File: src/verilog/scdr_pkg.sv
// constants shared by the sample clock delay ramp block
`default_nettype none
package scdr_pkg;
   // apb address width and register offsets (byte addresses)
   localparam int unsigned SCDR_AW          = 8;
   localparam logic [7:0]  SCDR_OFS_CTRL    = 8'h00;
   localparam logic [7:0]  SCDR_OFS_COARSE  = 8'h04;
   localparam logic [7:0]  SCDR_OFS_FINE    = 8'h08;
   localparam logic [7:0]  SCDR_OFS_STATUS  = 8'h0c;
   localparam logic [7:0]  SCDR_OFS_SREFCNT = 8'h10;

   // control register field positions
   localparam int unsigned SCDR_CTRL_SINGLE = 0;
   localparam int unsigned SCDR_CTRL_INV    = 1;
   localparam int unsigned SCDR_CTRL_RAMPEN = 2;
   localparam int unsigned SCDR_CTRL_FAST   = 3;

   // status register field positions (applied coarse sits at bit 0)
   localparam int unsigned SCDR_STAT_BUSY   = 8;
   localparam int unsigned SCDR_STAT_SEEN   = 9;

   // delay code width: 256 settings each for coarse and fine
   localparam int unsigned SCDR_DLY_W       = 8;
   localparam logic [7:0]  SCDR_DLY_RST     = 8'h00;

   // ramp pacing: steps per window of device clock cycles
   localparam int unsigned SCDR_RAMP_WINDOW = 256;
   localparam int unsigned SCDR_SLOW_STEPS  = 1;
   localparam int unsigned SCDR_FAST_STEPS  = 4;
   localparam int unsigned SCDR_SLOW_PERIOD = SCDR_RAMP_WINDOW / SCDR_SLOW_STEPS;
   localparam int unsigned SCDR_FAST_PERIOD = SCDR_RAMP_WINDOW / SCDR_FAST_STEPS;
   localparam int unsigned SCDR_TMR_W       = $clog2(SCDR_SLOW_PERIOD);

   // timing-reference event counter width
   localparam int unsigned SCDR_SREF_CW     = 16;
endpackage
`default_nettype wire

File: src/verilog/scdr_ramp_if.sv
// ramp pacing handshake between the delay control and its step timer
`timescale 1ns/1ps
`default_nettype none
interface scdr_ramp_if;
   logic run;   // ramp in progress
   logic fast;  // fast pacing selected
   logic tick;  // one step due this cycle

   modport timer (
      input  run,
      input  fast,
      output tick
   );
   modport user (
      output run,
      output fast,
      input  tick
   );
endinterface
`default_nettype wire

File: src/verilog/scdr_top.sv
// sample clock edge select, aperture delay and coarse delay ramp with apb registers
//
// Chosen here: the address map and the APB register port.
`timescale 1ns/1ps
`default_nettype none
module scdr_top
   import scdr_pkg::*;
#(
   parameter int unsigned DLY_W  = SCDR_DLY_W,   // delay code width
   parameter int unsigned SREF_W = SCDR_SREF_CW  // reference event counter width
) (
   input  wire logic                 pclk,                   // device clock, 200 mhz
   input  wire logic                 presetn,                // async reset, active low
   input  wire logic                 psel,                   // apb select
   input  wire logic                 penable,                // apb access phase
   input  wire logic                 pwrite,                 // apb write
   input  wire logic [SCDR_AW-1:0]   paddr,                  // apb byte address
   input  wire logic [31:0]          pwdata,                 // apb write data
   output logic      [31:0]          prdata,                 // apb read data
   output logic                      pready,                 // apb ready
   output logic                      pslverr,                // apb error, unmapped
   input  wire logic                 sysref_pin,             // timing reference pin
   output logic                      sample_rise_en,         // sample on rising edge
   output logic                      sample_fall_en,         // sample on falling edge
   output logic                      clock_invert_delay,     // half-period inversion
   output logic      [DLY_W-1:0]     coarse_aperture_delay,  // applied coarse code
   output logic      [DLY_W-1:0]     fine_aperture_delay,    // applied fine code
   output logic                      sysref_capture          // reference capture pulse
);
   import scdr_pkg::*;

   initial begin
      if (DLY_W < 1 || DLY_W > 16 || SREF_W < 1 || SREF_W > 32) begin
         $error("scdr_top: unsupported width parameter");
      end
   end

   typedef struct packed {
      logic              single;     // link_format_mode: single-channel
      logic              inv;        // clock_invert_delay setting
      logic              ramp_en;    // delay_ramp_enable
      logic              ramp_fast;  // delay_ramp_speed
      logic [DLY_W-1:0]  target;     // last written coarse value
      logic [DLY_W-1:0]  applied;    // coarse value on the delay line
      logic [DLY_W-1:0]  fine;       // fine value on the delay line
      logic              inv_out;    // inversion on the delay line
      logic              sref_prev;  // last synced reference level
      logic              sref_cap;   // capture pulse
      logic              sref_seen;  // sticky: a reference was caught
      logic [SREF_W-1:0] sref_cnt;   // reference events caught
      logic              smp_rise;   // rising edge sampling enable
      logic              smp_fall;   // falling edge sampling enable
      logic              pready;     // apb ready
      logic              pslverr;    // apb error
      logic [31:0]       prdata;     // apb read data
   } scdr_top_t;

   scdr_top_t   q;
   scdr_top_t   d;
   scdr_ramp_if rif ();

   logic        sref_s;
   logic        setup_ok;
   logic        wr_en;
   logic        wr_ctrl;
   logic        wr_coarse;
   logic        wr_fine;
   logic        wr_status;
   logic        mapped;
   logic        sref_rise;
   logic [31:0] rdata;

   // timing-reference pin is asynchronous to pclk
   scdr_sync2 u_sref_sync (
      .pclk    (pclk),
      .presetn (presetn),
      .async_i (sysref_pin),
      .sync_o  (sref_s)
   );

   // paces ramp steps at one or four per window
   scdr_ramp_timer #(
      .SLOW_PERIOD (SCDR_SLOW_PERIOD),
      .FAST_PERIOD (SCDR_FAST_PERIOD)
   ) u_ramp_timer (
      .pclk    (pclk),
      .presetn (presetn),
      .rif     (rif)
   );

   // address decode and write strobes; a write lands at the ready edge
   always_comb begin
      mapped    = (paddr == SCDR_OFS_CTRL)   || (paddr == SCDR_OFS_COARSE) ||
                  (paddr == SCDR_OFS_FINE)   || (paddr == SCDR_OFS_STATUS) ||
                  (paddr == SCDR_OFS_SREFCNT);
      setup_ok  = psel && penable && q.pready;
      wr_en     = setup_ok && pwrite && mapped;
      wr_ctrl   = wr_en && (paddr == SCDR_OFS_CTRL);
      wr_coarse = wr_en && (paddr == SCDR_OFS_COARSE);
      wr_fine   = wr_en && (paddr == SCDR_OFS_FINE);
      wr_status = wr_en && (paddr == SCDR_OFS_STATUS);
   end

   // read mux, reserved bits read zero
   always_comb begin
      rdata = '0;
      case (paddr)
         SCDR_OFS_CTRL: begin
            rdata[SCDR_CTRL_SINGLE] = q.single;
            rdata[SCDR_CTRL_INV]    = q.inv;
            rdata[SCDR_CTRL_RAMPEN] = q.ramp_en;
            rdata[SCDR_CTRL_FAST]   = q.ramp_fast;
         end
         SCDR_OFS_COARSE: begin
            rdata[DLY_W-1:0] = q.target;
         end
         SCDR_OFS_FINE: begin
            rdata[DLY_W-1:0] = q.fine;
         end
         SCDR_OFS_STATUS: begin
            rdata[DLY_W-1:0]      = q.applied;
            rdata[SCDR_STAT_BUSY] = (q.applied != q.target);
            rdata[SCDR_STAT_SEEN] = q.sref_seen;
         end
         SCDR_OFS_SREFCNT: begin
            rdata[SREF_W-1:0] = q.sref_cnt;
         end
         default: begin
            rdata = '0;
         end
      endcase
   end

   // a coarse write in the same cycle holds the timer off, restarting its period
   assign rif.run  = q.ramp_en && (q.applied != q.target) && !wr_coarse;
   assign rif.fast = q.ramp_fast;

   assign sref_rise = sref_s && !q.sref_prev;

   // next-state logic for the whole block
   always_comb begin
      d = q;

      // one wait state: ready comes on the second access cycle
      d.pready  = psel && penable && !q.pready;
      d.pslverr = psel && penable && !q.pready && !mapped;
      d.prdata  = (psel && penable && !q.pready && !pwrite) ? rdata : q.prdata;

      // settings may be written at any time, even mid-stream
      if (wr_ctrl) begin
         d.single    = pwdata[SCDR_CTRL_SINGLE];
         d.inv       = pwdata[SCDR_CTRL_INV];
         d.ramp_en   = pwdata[SCDR_CTRL_RAMPEN];
         d.ramp_fast = pwdata[SCDR_CTRL_FAST];
      end
      if (wr_fine) begin
         d.fine = pwdata[DLY_W-1:0];
      end

      // ramp off: applied follows target directly, also snaps a dropped ramp
      if (!q.ramp_en) begin
         d.applied = q.target;
      end else if (rif.tick) begin
         // one code per tick, toward target, so it lands exactly on it
         if (q.applied < q.target) begin
            d.applied = q.applied + DLY_W'(1);
         end else if (q.applied > q.target) begin
            d.applied = q.applied - DLY_W'(1);
         end
      end
      if (wr_coarse) begin
         d.target = pwdata[DLY_W-1:0];
         if (!q.ramp_en) begin
            d.applied = pwdata[DLY_W-1:0];
         end
      end

      // inversion follows its bit one cycle later than the coarse/fine codes
      d.inv_out = q.inv;

      // sampling edges by channel mode
      d.smp_rise = 1'b1;
      d.smp_fall = q.single;

      // catch the reference on a fixed pclk edge after the synchroniser
      d.sref_prev = sref_s;
      d.sref_cap  = sref_rise;
      if (sref_rise) begin
         d.sref_cnt = q.sref_cnt + SREF_W'(1);
      end
      // the set wins over a write-one clear in the same cycle
      if (wr_status && pwdata[SCDR_STAT_SEEN]) begin
         d.sref_seen = 1'b0;
      end
      if (sref_rise) begin
         d.sref_seen = 1'b1;
      end
   end

   always_ff @(posedge pclk or negedge presetn) begin
      if (!presetn) begin
         q         <= '0;
         q.target  <= DLY_W'(SCDR_DLY_RST);
         q.applied <= DLY_W'(SCDR_DLY_RST);
         q.fine    <= DLY_W'(SCDR_DLY_RST);
      end else begin
         q <= d;
      end
   end

   // coarse and fine codes leave together, inversion a cycle later: they steer the sample clock, not pclk,
   // so data timing shifts while reference capture keeps its fixed pclk edge
   assign clock_invert_delay    = q.inv_out;
   assign coarse_aperture_delay = q.applied;
   assign fine_aperture_delay   = q.fine;
   assign sample_rise_en        = q.smp_rise;
   assign sample_fall_en        = q.smp_fall;
   assign sysref_capture        = q.sref_cap;
   assign prdata                = q.prdata;
   assign pready                = q.pready;
   assign pslverr               = q.pslverr;

   // helper: cycles since the ramp timer last restarted
   logic [SCDR_TMR_W:0] gap_q;
   always_ff @(posedge pclk or negedge presetn) begin
      if (!presetn) begin
         gap_q <= '0;
      end else if (!rif.run || rif.tick) begin
         gap_q <= '0;
      end else begin
         gap_q <= gap_q + (SCDR_TMR_W+1)'(1);
      end
   end

   AST_RISE_ALWAYS: assert property (
      @(posedge pclk) disable iff (!presetn)
      $past(presetn) |-> sample_rise_en)
      else $error("rising edge sampling not enabled");

   AST_FALL_MODE: assert property (
      @(posedge pclk) disable iff (!presetn)
      wr_ctrl |=> ##1 (sample_fall_en == $past(pwdata[SCDR_CTRL_SINGLE], 2)))
      else $error("falling edge enable does not follow mode");

   AST_INV_FOLLOW: assert property (
      @(posedge pclk) disable iff (!presetn)
      wr_ctrl |=> ##1 (clock_invert_delay == $past(pwdata[SCDR_CTRL_INV], 2)))
      else $error("inversion output does not follow setting");

   AST_DIRECT_COARSE: assert property (
      @(posedge pclk) disable iff (!presetn)
      (wr_coarse && !q.ramp_en) |=> (coarse_aperture_delay == $past(pwdata[DLY_W-1:0])))
      else $error("coarse value not applied directly");

   AST_NEW_TARGET: assert property (
      @(posedge pclk) disable iff (!presetn)
      (wr_coarse && q.ramp_en) |=>
         (q.target == $past(pwdata[DLY_W-1:0])) && $stable(coarse_aperture_delay))
      else $error("ramp write did not retarget cleanly");

   AST_RAMP_STEP: assert property (
      @(posedge pclk) disable iff (!presetn)
      (q.ramp_en && rif.tick && !wr_coarse && (q.applied < q.target)) |=>
         (coarse_aperture_delay == $past(q.applied) + DLY_W'(1)))
      else $error("ramp step size or direction wrong");

   AST_RAMP_HOLD: assert property (
      @(posedge pclk) disable iff (!presetn)
      (q.ramp_en && !rif.tick && !wr_coarse && !wr_ctrl) |=> $stable(coarse_aperture_delay))
      else $error("coarse moved between ramp steps");

   AST_RAMP_RATE: assert property (
      @(posedge pclk) disable iff (!presetn)
      rif.tick |-> (gap_q == (q.ramp_fast ? (SCDR_TMR_W+1)'(SCDR_FAST_PERIOD - 1)
                                          : (SCDR_TMR_W+1)'(SCDR_SLOW_PERIOD - 1))))
      else $error("ramp step spacing wrong");

   AST_SREF_CAPTURE: assert property (
      @(posedge pclk) disable iff (!presetn)
      ($rose(sref_s) && $past(sref_s) == q.sref_prev) |=> sysref_capture ##1 !sysref_capture)
      else $error("reference not caught on the fixed edge");

   AST_APB_READY: assert property (
      @(posedge pclk) disable iff (!presetn)
      (psel && penable && !pready) |=> pready ##1 !pready)
      else $error("apb ready not a single cycle");

   AST_FINE_DIRECT: assert property (
      @(posedge pclk) disable iff (!presetn)
      wr_fine |=> (fine_aperture_delay == $past(pwdata[DLY_W-1:0])))
      else $error("fine value not applied directly");

   AST_RAMP_DOWN: assert property (
      @(posedge pclk) disable iff (!presetn)
      (rif.tick && (q.applied > q.target)) |=>
         (coarse_aperture_delay == $past(q.applied) - DLY_W'(1)))
      else $error("ramp down step size or direction wrong");

   AST_NO_OVERSHOOT: assert property (
      @(posedge pclk) disable iff (!presetn)
      (q.ramp_en && (q.applied == q.target) && !wr_coarse) |=>
         (coarse_aperture_delay == $past(q.target)))
      else $error("ramp moved past its target");

   AST_RAMP_SNAP: assert property (
      @(posedge pclk) disable iff (!presetn)
      (!q.ramp_en && !wr_coarse) |=> (coarse_aperture_delay == $past(q.target)))
      else $error("coarse does not follow target with ramp off");

   AST_FALL_CLEAR: assert property (
      @(posedge pclk) disable iff (!presetn)
      !q.single |=> !sample_fall_en)
      else $error("falling edge sampling enabled in dual mode");

   AST_SEEN_SET: assert property (
      @(posedge pclk) disable iff (!presetn)
      sref_rise |=> q.sref_seen)
      else $error("reference seen flag not set");

   AST_SREF_COUNT: assert property (
      @(posedge pclk) disable iff (!presetn)
      sref_rise |=> (q.sref_cnt == $past(q.sref_cnt) + SREF_W'(1)))
      else $error("reference event count did not advance");

   AST_APB_ERROR: assert property (
      @(posedge pclk) disable iff (!presetn)
      (psel && penable && !pready && !mapped) |=> (pready && pslverr))
      else $error("unmapped access not flagged");
endmodule
`default_nettype wire

File: src/verilog/scdr_sync2.sv
// two flip-flop synchroniser for an asynchronous pin level
`timescale 1ns/1ps
`default_nettype none
module scdr_sync2 (
   input  wire logic pclk,     // device clock
   input  wire logic presetn,  // async reset, active low
   input  wire logic async_i,  // level from a pin
   output logic      sync_o    // level on pclk
);
   typedef struct packed {
      logic s1;
      logic s2;
   } scdr_sync_t;

   scdr_sync_t q;
   scdr_sync_t d;

   // first stage feeds only the second stage
   always_comb begin
      d    = q;
      d.s1 = async_i;
      d.s2 = q.s1;
   end

   always_ff @(posedge pclk or negedge presetn) begin
      if (!presetn) begin
         q <= '0;
      end else begin
         q <= d;
      end
   end

   assign sync_o = q.s2;
endmodule
`default_nettype wire

File: src/verilog/scdr_ramp_timer.sv
// step timer pacing the coarse delay ramp
`timescale 1ns/1ps
`default_nettype none
module scdr_ramp_timer
   import scdr_pkg::*;
#(
   parameter int unsigned SLOW_PERIOD = SCDR_SLOW_PERIOD,  // cycles per slow step
   parameter int unsigned FAST_PERIOD = SCDR_FAST_PERIOD   // cycles per fast step
) (
   input  wire logic  pclk,     // device clock
   input  wire logic  presetn,  // async reset, active low
   scdr_ramp_if.timer rif       // pacing handshake
);
   localparam int unsigned CW = $clog2(SLOW_PERIOD);

   initial begin
      if (SLOW_PERIOD < 2 || FAST_PERIOD < 1 || FAST_PERIOD > SLOW_PERIOD) begin
         $error("scdr_ramp_timer: unusable step periods");
      end
   end

   localparam logic [CW-1:0] SLOW_LAST = CW'(SLOW_PERIOD - 1);
   localparam logic [CW-1:0] FAST_LAST = CW'(FAST_PERIOD - 1);

   typedef struct packed {
      logic [CW-1:0] cnt;
   } scdr_tmr_t;

   scdr_tmr_t     q;
   scdr_tmr_t     d;
   logic [CW-1:0] last;

   // counter restarts whenever the ramp idles, so a new ramp waits a full period
   always_comb begin
      d        = q;
      last     = rif.fast ? FAST_LAST : SLOW_LAST;
      rif.tick = rif.run && (q.cnt >= last);
      if (!rif.run || rif.tick) begin
         d.cnt = '0;
      end else begin
         d.cnt = q.cnt + CW'(1);
      end
   end

   always_ff @(posedge pclk or negedge presetn) begin
      if (!presetn) begin
         q <= '0;
      end else begin
         q <= d;
      end
   end
endmodule
`default_nettype wire

File: config.mk
export PLATFORM = sky130hd
export DESIGN_NAME = scdr_top
export DESIGN_NICKNAME = d
export VERILOG_FILES = /design/src/verilog/scdr_pkg.sv /design/src/verilog/scdr_ramp_if.sv /design/src/verilog/scdr_top.sv /design/src/verilog/scdr_sync2.sv /design/src/verilog/scdr_ramp_timer.sv
export SDC_FILE = /design/constraint.sdc
export NUM_CORES = 1
export LEC_CHECK = 0
export ABC_AREA = 1
export BUFFER_PORTS_ARGS = -buffer_cell sky130_fd_sc_hd__buf_2
export CAP_MARGIN = 20
export CORE_MARGIN = 10
export CORE_UTILIZATION = 55
export DETAILED_ROUTE_END_ITERATION = 12
export PLACE_DENSITY_LB_ADDON = 0.15
export SLEW_MARGIN = 30
export SYNTH_ARGS = -nofsm -noshare
export SYNTH_HDL_FRONTEND = slang
export SYNTH_SLANG_ARGS = --single-unit
File: constraint.sdc
create_clock -name pclk -period 2.27 [get_ports pclk]
set_input_delay 0.1135 -clock pclk [delete_from_list [all_inputs] [get_ports pclk]]
set_output_delay 0.1135 -clock pclk [all_outputs]
set_load 0.01 [all_outputs]
==> flow_summary.yaml, run 1 <==
status:
  status: "finished, final reports clean"
timing:
  setup_violations: 0
  grt_setup_unrepaired: "false"
  tns_ps: 0
  finalMaxSlewViolations: 0
  relSlewSlack_pct: 60.3
  period_needed_ps: 2020
  fin_worst_skew_ps: 8.82
  hold_viol: 0
  fin_ws_ps: 249
  tightest_slew_ps: 596
  period_share_pct: 89.1
  fmax_mhz: 495
logic_synthesis:
  synth-seq-area-share_pct: 43.9
  netlist_instances: 559
  synth-seq-cells: 78
  muxShareOfSynthArea_pct: 0
  synth_top_family_by_area: "simple AND/OR/NAND/NOR gates"
  synth.yosys.warnings: 0
  syn_avg_cell_area_um2: 7.96
  synth_xor_area_share_pct: 5.31
  synth-compound-area-share_pct: 7.54
  synthSimpleGateAreaFrac_pct: 24.8
  synth_area_um2: 4450
  post_synth_fa_ha_maj_area_fraction_pct: 3.94
  synth_cell_types: 37
setup_path:
  cpMaxStageDelayCell: "dfrtp_1"
  cp_max_fo: 8
  critical-path-max-stage-delay_ps: 380
  criticalPathCategory: "flop to flop"
  cpLargestDelayFamily: "simple AND/OR/NAND/NOR gates"
  worstPathArrival_ps: 2240
  crit_chain: "inv_1, ha_1, nand2_1, nor2_1, nand4_2, inv_1, nor2_1, nand3_1, nand2_1, nand3_1, o21ai_0"
  critPathLaunchType: "flop"
  end_kind: "flop"
  path_buf_inv: 2
  cp.required_ps: 2490
routing:
  wl_met1_um: 4510
  drc: 0
  route.met3.wl_um: 790
  totalWireLength_um: 10100
  via_per_inst: 4.97
  firstDrtPassIters: 4
  detailroute.wirelength.met2_um: 4680
  top_layer_used: "met4"
  vias: 3551
  drtAntennaViolNets: 0
  drt-initial-drc-count: 182
  avgRoutedWirePerCell_um: 14.1
global_routing:
  grt_pass1_wl_um: 16800
  grtUsageTotal_pct: 17.4
  grt_max_degree: 47
  antenna_found_initial: 0
  grt_overflow: 0
  grt_pass1_vias: 3561
cts:
  clk_pin_slew_ps: 80
  cts_setup_buffers: 0
  cts_resized: 0
  clockBufferDepth: 2
  cts_tree: "yes"
  clockRootBuffer: "clkbuf_8"
  cts_made_buffers: 9
  clkSinkCount: 78
  clock_latency_ps: 350
  cts-htree-levels: 3
floorplanning:
  fp-row-count: 32
  dieWidth_um: 110
  io_pins: 100
  die_area_um2: 12100
  dieHeight_um: 110
  start_util_pct: 57.0
  coreArea_um2: 7810
finish:
  fillers: 714
  final_common_cell: "nand2_1"
  drive_gt1_share_pct: 17.2
  final_cell_mix: "nand2_1 (179), dfrtp_1 (78), inv_1 (63)"
  fin_nets: 667
  syn_to_final_growth_pct: 10.3
  antennaDiodeCount: 0
power:
  p_leak_nw: 2.68
  peakVddDrop_uv: 410
  p_per_area_nw_per_um2: 583
run:
  cap_violations: 0
placement:
  place.gp.congestion: 0.859
  dp_hpwl_um: 7680
  place_ws_ps: 284
  portBuffers: 60
hold_path:
  hp-class: "input port to flop"
## through the flow
step	total power [mW]	hold WS (ps)	instances	area, um^2	util [%]
finish	2.86	44.1	714	4910	62.8
global route	2.98	43.3	714	4910	62.8
detailed placement	1.74	161	696	4660	59.7
global placement	1.73	164	696	4660	59.7
floorplan	1.67	-182	574	4510	-
CTS	2.88	34.3	714	4910	62.8
## cells in the mapped netlist (all sizes together)
cell type | number | area, um^2
xnor2 | 5 | 43.8
o22ai | 2 | 12.5
a22o | 1 | 8.76
inv | 64 | 240
o211ai | 2 | 15.0
xor2 | 22 | 193
nor3b | 2 | 15.0
dfrtp | 78 | 1950
a21o | 1 | 7.51
conb | 2 | 7.51
nor3 | 11 | 65.1
nor2 | 32 | 125
a211oi | 4 | 30.0
clkinv | 1 | 3.75
clkbuf | 4 | 15.0
a21oi | 11 | 55.1
and3 | 1 | 6.26
ha | 14 | 175
o21ai | 32 | 171
and2 | 1 | 6.26
o2111ai | 4 | 35.0
nand3 | 28 | 163
or2 | 1 | 6.26
nand4 | 5 | 37.5
buf | 51 | 382
nand2 | 180 | 678
## layer usage
| metal | GRT usage, % | vias to the layer above |
|---|---|---|
| met5 | 0 | - |
| met4 | 5.02 | 0 |
| met3 | 5.50 | 10 |
| met2 | 27.1 | 93 |
| met1 | 22.7 | 1659 |
| li1 | - | 1789 |
## flip-flops by register name (all words and copies together), names as in the netlist
name / count
q: 27
pslverr: 1
clock_invert_delay: 1
prdata: 16
coarse_aperture_delay: 8
fine_aperture_delay: 8
sample_rise_en: 1
u_ramp_timer.q: 8
d: 2
sysref_capture: 1
pready: 1
rif.fast: 1
sample_fall_en: 1
u_sref_sync.d: 1
u_sref_sync.sync_o: 1
## worst register-to-register path: cells and delay by family (launching register included)
family	cells	cell delay, ps
compound gates	1	80
fa+ha+maj	1	280
buf+inv	2	150
flops	1	380
simple gates	7	990
## where the power goes
part	switching, mW	internal [mW]	leakage (nW)
combinational	0.138	0.0778	1.51
clock	0.523	0.622	0.106
sequential	0.0530	1.45	1.06
## cell type report
class                      instances  area [um^2]  area share, %
sequential                        78         1950           39.8
multi-input combinational        376         1910           39.0
timing repair buffer              77          448           9.13
inverter                          65          244           4.97
tap                              102          128           2.60
clock buffer                       9          124           2.52
clock inverter                     7         97.6           1.99
## path summary, 6_finish.rpt
path | from | slack [ps] | depth (start not counted) | endpoint
worst max-delay path | q[79]$_DFFE_PN0N_ | 250 | 11 | coarse_aperture_delay[0]$_DFF_PN0_
worst min-delay path | pwdata[5] | 40 | 3 | q[77]$_DFFE_PN0N_
worst max register to register | q[79]$_DFFE_PN0N_ | 250 | 11 | coarse_aperture_delay[0]$_DFF_PN0_
worst min register to register | u_sref_sync.d[0]$_DFF_PN0_ | 360 | 0 | u_sref_sync.sync_o$_DFF_PN0_
max in group asynchronous | presetn | 1370 | 3 | rif.fast$_DFFE_PN0P_
min in group asynchronous | presetn | 310 | 2 | coarse_aperture_delay[7]$_DFF_PN0_
## kinds of logic (layout without fill, tap and decap cells)
group                      Yosys count  count (layout)
AOI/OAI and AO/OA                   57              57
adders and majority gates           14              14
DFF                                 78              78
other                                2              17
buffers and inverters              120             158
and+or+nand+nor                    261             261
xor gates and xnor gates            27              27
## timing repair
action                                 4_1_cts  5_1_grt
setup endpoints to repair                    0        0
endpoints found under the hold margin       46        0
hold buffers                                 2        0
Note: power is estimated with default switching activity, not from simulation.
==> run 2, diff against run 1 <==
--- a/config.mk
+++ b/config.mk
@@ -5,11 +5,10 @@
 export SDC_FILE = /design/constraint.sdc
 export NUM_CORES = 1
 export LEC_CHECK = 0
-export ABC_AREA = 1
 export BUFFER_PORTS_ARGS = -buffer_cell sky130_fd_sc_hd__buf_2
 export CAP_MARGIN = 20
 export CORE_MARGIN = 10
-export CORE_UTILIZATION = 55
+export CORE_UTILIZATION = 54
 export DETAILED_ROUTE_END_ITERATION = 12
 export PLACE_DENSITY_LB_ADDON = 0.15
 export SLEW_MARGIN = 30
==> run 2 against run 1 <==
Hold slack got worse by 32 ps. Critical path depth decreased by 3. Die area fell by 1.2%.
==> flow_summary.yaml, run 2 <==
timing:
  hold_viol: 0
  period_needed_ps: 2150
  relSlewSlack_pct: 50.0
  grt_setup_unrepaired: "true"
  setup_violations: 0
  fin_worst_skew_ps: 11.2
  finalMaxSlewViolations: 0
  tightest_slew_ps: 742
  period_share_pct: 94.5
  fin_ws_ps: 124
  whs_ps: 12.2
  fmax_mhz: 466
finish:
  antennaDiodeCount: 0
  fin_nets: 557
  fin_util_pct: 64.5
  largest_reg_flops: 27
  fillers: 650
  drive_gt1_share_pct: 30.5
  top_register: "q"
  ff_latch_area_um2: 1950
  multi_input_area_um2: 1970
  final_cell_mix: "dfrtp_1 (78), buf_2 (59), buf_4 (46)"
  syn_to_final_growth_pct: 15.7
  final_common_cell: "dfrtp_1"
cts:
  cts-htree-levels: 3
  clockRootBuffer: "clkbuf_8"
  clk_pin_slew_ps: 90
  clockBufferDepth: 2
  cts_made_buffers: 9
  clock_latency_ps: 350
  clkSinkCount: 78
  cts_tree: "yes"
logic_synthesis:
  synth-seq-area-share_pct: 45.3
  synthMostInstantiatedCell: "dfrtp_1"
  synth_cell_types: 50
  synth-seq-cells: 78
  synthArstFlopShare_pct: 100
  synth_area_leaders: "dfrtp_1 (45%), buf_4 (8.7%), ha_1 (4.1%), mux2_2 (3.9%), nand2_1 (3.4%)"
  netlist_instances: 428
  syn_avg_cell_area_um2: 10.1
  synth_area_um2: 4310
  synth-edff-count: 0
  synth.yosys.warnings: 0
  synth_top_area_share_pct: 45.3
  ys.flop_type: "dfrtp_1"
  synth_largest_area_cell: "dfrtp_1"
  synth.cells.most_frequent: "dfrtp_1 (78), buf_4 (50), nand2_1 (39)"
power:
  p_leak_nw: 2.44
  p_per_area_nw_per_um2: 581
  peakVddDrop_uv: 253
setup_path:
  cpMostUsedCell: "buf_4"
  criticalPathCategory: "flop to flop"
  worstPathArrival_ps: 2380
  critical-path-max-stage-delay_ps: 430
  cp_max_fo: 12
  cpMaxStageDelayCell: "a221oi_2"
  end_kind: "flop"
  critPathLaunchType: "flop"
  cp.required_ps: 2500
  crit_chain: "ha_1, and4_1, a221oi_2, nor4b_4, buf_4, buf_4, xnor2_1, a21oi_1"
routing:
  drtAntennaViolNets: 0
  via_per_inst: 5.48
  drc: 0
  firstDrtPassIters: 6
  drt-initial-drc-count: 171
  vias: 3312
  avgRoutedWirePerCell_um: 16.8
  totalWireLength_um: 10100
placement:
  dp_hpwl_um: 7630
  place.gp.congestion: 0.890
  portBuffers: 60
  place_ws_ps: -85.6
global_routing:
  grtUsageTotal_pct: 17.5
  grt_pass1_vias: 3337
  antenna_found_initial: 0
  grt_pass1_wl_um: 16700
  grt_overflow: 0
  grt_max_degree: 79
floorplanning:
  dieWidth_um: 109
  start_util_pct: 55.7
  die_area_um2: 11900
  coreArea_um2: 7730
  io_pins: 100
  fp-row-count: 32
  dieHeight_um: 109
status:
  status: "finished, final reports clean"
hold_path:
  hp-class: "input port to flop"
run:
  cap_violations: 0
[run 2: power breakdown]
| part | internal (mW) | switching [mW] | total [mW] |
|---|---|---|---|
| Clock | 0.578 | 0.537 | 1.12 |
| Combinational | 0.111 | 0.148 | 0.259 |
| Sequential | 1.45 | 0.0741 | 1.52 |
| Total | 2.14 | 0.759 | 2.89 |
[run 2: per-stage QoR]
stage | cell area, um^2 | TNS [ps] | total power, mW | instances
6_report | 4980 | 0 | 2.90 | 604
3_5_place_dp | 4700 | -152 | 1.80 | 583
5_1_grt | 4980 | -7.81 | 3.02 | 604
3_3_place_gp | 4690 | -1480 | 1.79 | 583
4_1_cts | 4960 | 0 | 2.91 | 604
2_1_floorplan | 4370 | 0 | 1.70 | 443
[run 2: worst paths after layout]
check | start | endpoint | slack [ps] | cells after the start
setup reg to reg | rif.fast$_DFFE_PN0P_ | coarse_aperture_delay[0]$_DFF_PN0_ | 120 | 8
hold / removal | pwdata[7] | fine_aperture_delay[7]$_DFFE_PN0P_ | 10 | 2
setup / recovery | rif.fast$_DFFE_PN0P_ | coarse_aperture_delay[0]$_DFF_PN0_ | 120 | 8
min in group asynchronous | presetn | u_ramp_timer.q[3]$_DFF_PN0_ | 350 | 2
hold reg to reg | u_sref_sync.d[0]$_DFF_PN0_ | u_sref_sync.sync_o$_DFF_PN0_ | 360 | 0
max in group asynchronous | presetn | coarse_aperture_delay[7]$_DFF_PN0_ | 1430 | 2
[run 2: cells by family (layout without fill, tap and decap cells)]
| kind of cell | Yosys count | in the layout | share of synthesized area (%) |
|---|---|---|---|
| compound gates | 63 | 63 | 9.38 |
| xor+xnor | 22 | 22 | 4.47 |
| other cells | 2 | 17 | 0.174 |
| flops | 78 | 78 | 45.3 |
| simple gates | 150 | 150 | 18.4 |
| mux | 23 | 23 | 7.06 |
| fa+ha+maj | 14 | 14 | 4.07 |
| buf+inv | 76 | 135 | 11.1 |
[run 2: metal layers]
metal / up-vias / part of all wire (%) / track usage [%]
met1: 1571 / 44 / 22.5
met5: - / 0 / 0
met3: 20 / 6.9 / 4.15
met2: 120 / 48 / 28.4
met4: 0 / 1.6 / 6.32
li1: 1601 / - / -
[run 2: layout make-up]
| type | count | area share, % |
|---|---|---|
| well taps | 102 | 2.56 |
| clock buffers | 11 | 3.04 |
| multi-input cells | 289 | 39.6 |
| clock inverters | 5 | 1.31 |
| repair buffers | 108 | 13.5 |
| inverters | 11 | 0.829 |
| flip-flops and latches | 78 | 39.2 |
[run 2: what timing repair did]
| item | 4_1_cts | 5_1_grt |
|---|---|---|
| pin swaps | 1 | 0 |
| hold buffers | 2 | 0 |
| endpoints found under the setup margin | 6 | 12 |
| buffers inserted | 3 | 0 |
| resized for setup | 0 | 4 |
| hold endpoints to repair | 79 | 0 |
[run 2: critical path, delay by kind of cell, from the launching register on]
kind / cells / cell delay [ps]
compound gates: 2 / 510
xor+xnor: 1 / 120
fa+ha+maj: 1 / 340
buf+inv: 2 / 340
flops: 1 / 410
simple gates: 2 / 310
==> run 3, diff against run 2 <==
--- a/config.mk
+++ b/config.mk
@@ -10,6 +10,7 @@
 export CORE_MARGIN = 10
 export CORE_UTILIZATION = 54
 export DETAILED_ROUTE_END_ITERATION = 12
+export MAX_ROUTING_LAYER = met4
 export PLACE_DENSITY_LB_ADDON = 0.15
 export SLEW_MARGIN = 30
 export SYNTH_ARGS = -nofsm -noshare
==> constraint.sdc (replaced) <==
create_clock -name pclk -period 2.27 [get_ports pclk]
set_input_delay 0.227 -clock pclk [delete_from_list [all_inputs] [get_ports pclk]]
set_output_delay 0.227 -clock pclk [all_outputs]
set_load 0.01 [all_outputs]
==> run 3 against run 2 <==
Non-clock buffer count down 16. Critical endpoint is now coarse_aperture_delay[1]$_DFF_PN0_. Core utilization down 2.0 points. Sequential share of layout area up 1.3 points. Cell area down 3.1%. Cell count down 2.6%. Flip-flop and latch count unchanged. Hold slack better by 110 ps. Highest routed layer unchanged.
==> flow_summary.yaml, run 3 (synthesis results as in run 2) <==
status:
  status: "finished, final reports clean"
timing:
  relSlewSlack_pct: 59.2
  whs_ps: 127
  tightest_slew_ps: 612
  fin_ws_ps: 68.1
  tns_ps: 0
  period_share_pct: 97.0
  finalMaxSlewViolations: 0
  fmax_mhz: 454
  hold_viol: 0
  setup_violations: 0
  fin_worst_skew_ps: 10.3
  period_needed_ps: 2200
global_routing:
  grt_pass1_vias: 3193
  grt_max_degree: 46
  grt_overflow: 0
  grt_pass1_wl_um: 16300
  antenna_found_initial: 0
  grtUsageTotal_pct: 17.6
floorplanning:
  die_area_um2: 11900
  fp-row-count: 32
  start_util_pct: 55.7
  io_pins: 100
  dieHeight_um: 109
  coreArea_um2: 7730
  dieWidth_um: 109
power:
  p_leak_nw: 2.35
  p_per_area_nw_per_um2: 580
  peakVddDrop_uv: 299
setup_path:
  cp_max_fo: 7
  cpMostUsedCell: "buf_4"
  cpMaxStageDelayCell: "dfrtp_1"
  cpLargestDelayFamily: "buffers and inverters"
  criticalPathCategory: "flop to flop"
  cp.depth: 9
  critPathLaunchType: "flop"
  crit_chain: "ha_1, and4_1, a221oi_2, buf_4, nor4b_4, buf_2, buf_4, o22ai_1, a21oi_1"
  r2r-start: "rif.fast$_DFFE_PN0P_"
  r2r_cells: 9
  cp.required_ps: 2540
  critical-path-max-stage-delay_ps: 430
  worstPathArrival_ps: 2470
  startpoint: "rif.fast$_DFFE_PN0P_"
  end_kind: "flop"
  path_buf_inv: 3
routing:
  totalWireLength_um: 9860
  drtAntennaViolNets: 0
  via_per_inst: 5.46
  vias: 3213
  drt-initial-drc-count: 148
  avgRoutedWirePerCell_um: 16.8
  drc: 0
  firstDrtPassIters: 4
placement:
  place.gp.congestion: 0.868
  dp.cells: 568
  place_ws_ps: 94.4
  portBuffers: 60
  dp_hpwl_um: 7490
  post_dp_cell_area_um2: 4590
hold_path:
  hp-class: "input port to flop"
  whs_path_depth: 2
  hp-start: "pwdata[7]"
finish:
  fin_nets: 541
  antennaDiodeCount: 0
  final_cell_mix: "dfrtp_1 (78), buf_2 (60), nand2_1 (39)"
  top_register: "q"
  syn_to_final_growth_pct: 12.1
  instances_no_fill: 588
  largest_reg_flops: 27
  fin_area_um2: 4830
  final_common_cell: "dfrtp_1"
  drive_gt1_share_pct: 27.4
cts:
  clockBufferDepth: 2
  clk_pin_slew_ps: 80
  cts-htree-levels: 3
  clock_latency_ps: 350
  clockRootBuffer: "clkbuf_8"
  clkSinkCount: 78
  cts_tree: "yes"
  cts_made_buffers: 9
run:
  cap_violations: 0
## run 3: cell count changes in the layout (fill, tap and decap cells not counted), sizes merged
cell	delta
clkbuf	-1
clkinvlp	+1
buf	-16
## run 3: worst paths after layout
path | to | slack [ps]
max reg2reg | coarse_aperture_delay[1]$_DFF_PN0_ | 70
min reg2reg | u_sref_sync.sync_o$_DFF_PN0_ | 360
max in group asynchronous | coarse_aperture_delay[6]$_DFF_PN0_ | 1290
min | fine_aperture_delay[7]$_DFFE_PN0P_ | 130
max | coarse_aperture_delay[1]$_DFF_PN0_ | 70
min in group asynchronous | u_ramp_timer.q[2]$_DFF_PN0_ | 410
## run 3: stage by stage
stage | utilization [%] | power (mW)
3_3_place_gp | 59.4 | 1.79
6_report | 62.5 | 2.80
3_5_place_dp | 59.4 | 1.80
4_1_cts | 62.1 | 2.82
5_1_grt | 62.5 | 2.94
2_1_floorplan | - | 1.70
## run 3: worst reg2reg max path, cell delays in order (launching register included)
cell,delay [ps]
dfrtp_1,430
ha_1,340
and4_1,220
a221oi_2,70
buf_4,160
nor4b_4,340
buf_2,270
buf_4,140
o22ai_1,50
a21oi_1,120
## run 3: final cells by class
class / count / area (um^2)
fillers: 664 / 2900
well taps: 102 / 128
inverters: 11 / 41.3
multi-input cells: 289 / 1960
clock inverters: 6 / 61.3
clock buffers: 10 / 128
flip-flops and latches: 78 / 1950
repair buffers: 92 / 562
## run 3: power by group
group	leakage, nW	total (mW)	switching (mW)	internal, mW
Clock	0.0964	1.02	0.514	0.507
Sequential	1.01	1.52	0.0761	1.45
Combinational	1.24	0.256	0.146	0.110
Total	2.35	2.80	0.736	2.06
## run 3: routing by layer
metal  part of all wire [%]  track usage, %
met4                   0.93            4.00
met1                     46            23.3
met3                    6.2            4.39
met5                      0               -
met2                     47            26.7
## run 3: timing repair
| item | in CTS | in global routing |
|---|---|---|
| hold buffers | 2 | 0 |
| setup endpoints to repair | 0 | 2 |
| resized for setup | 0 | 5 |
| endpoints found under the hold margin | 45 | 0 |
| buffers inserted | 0 | 1 |
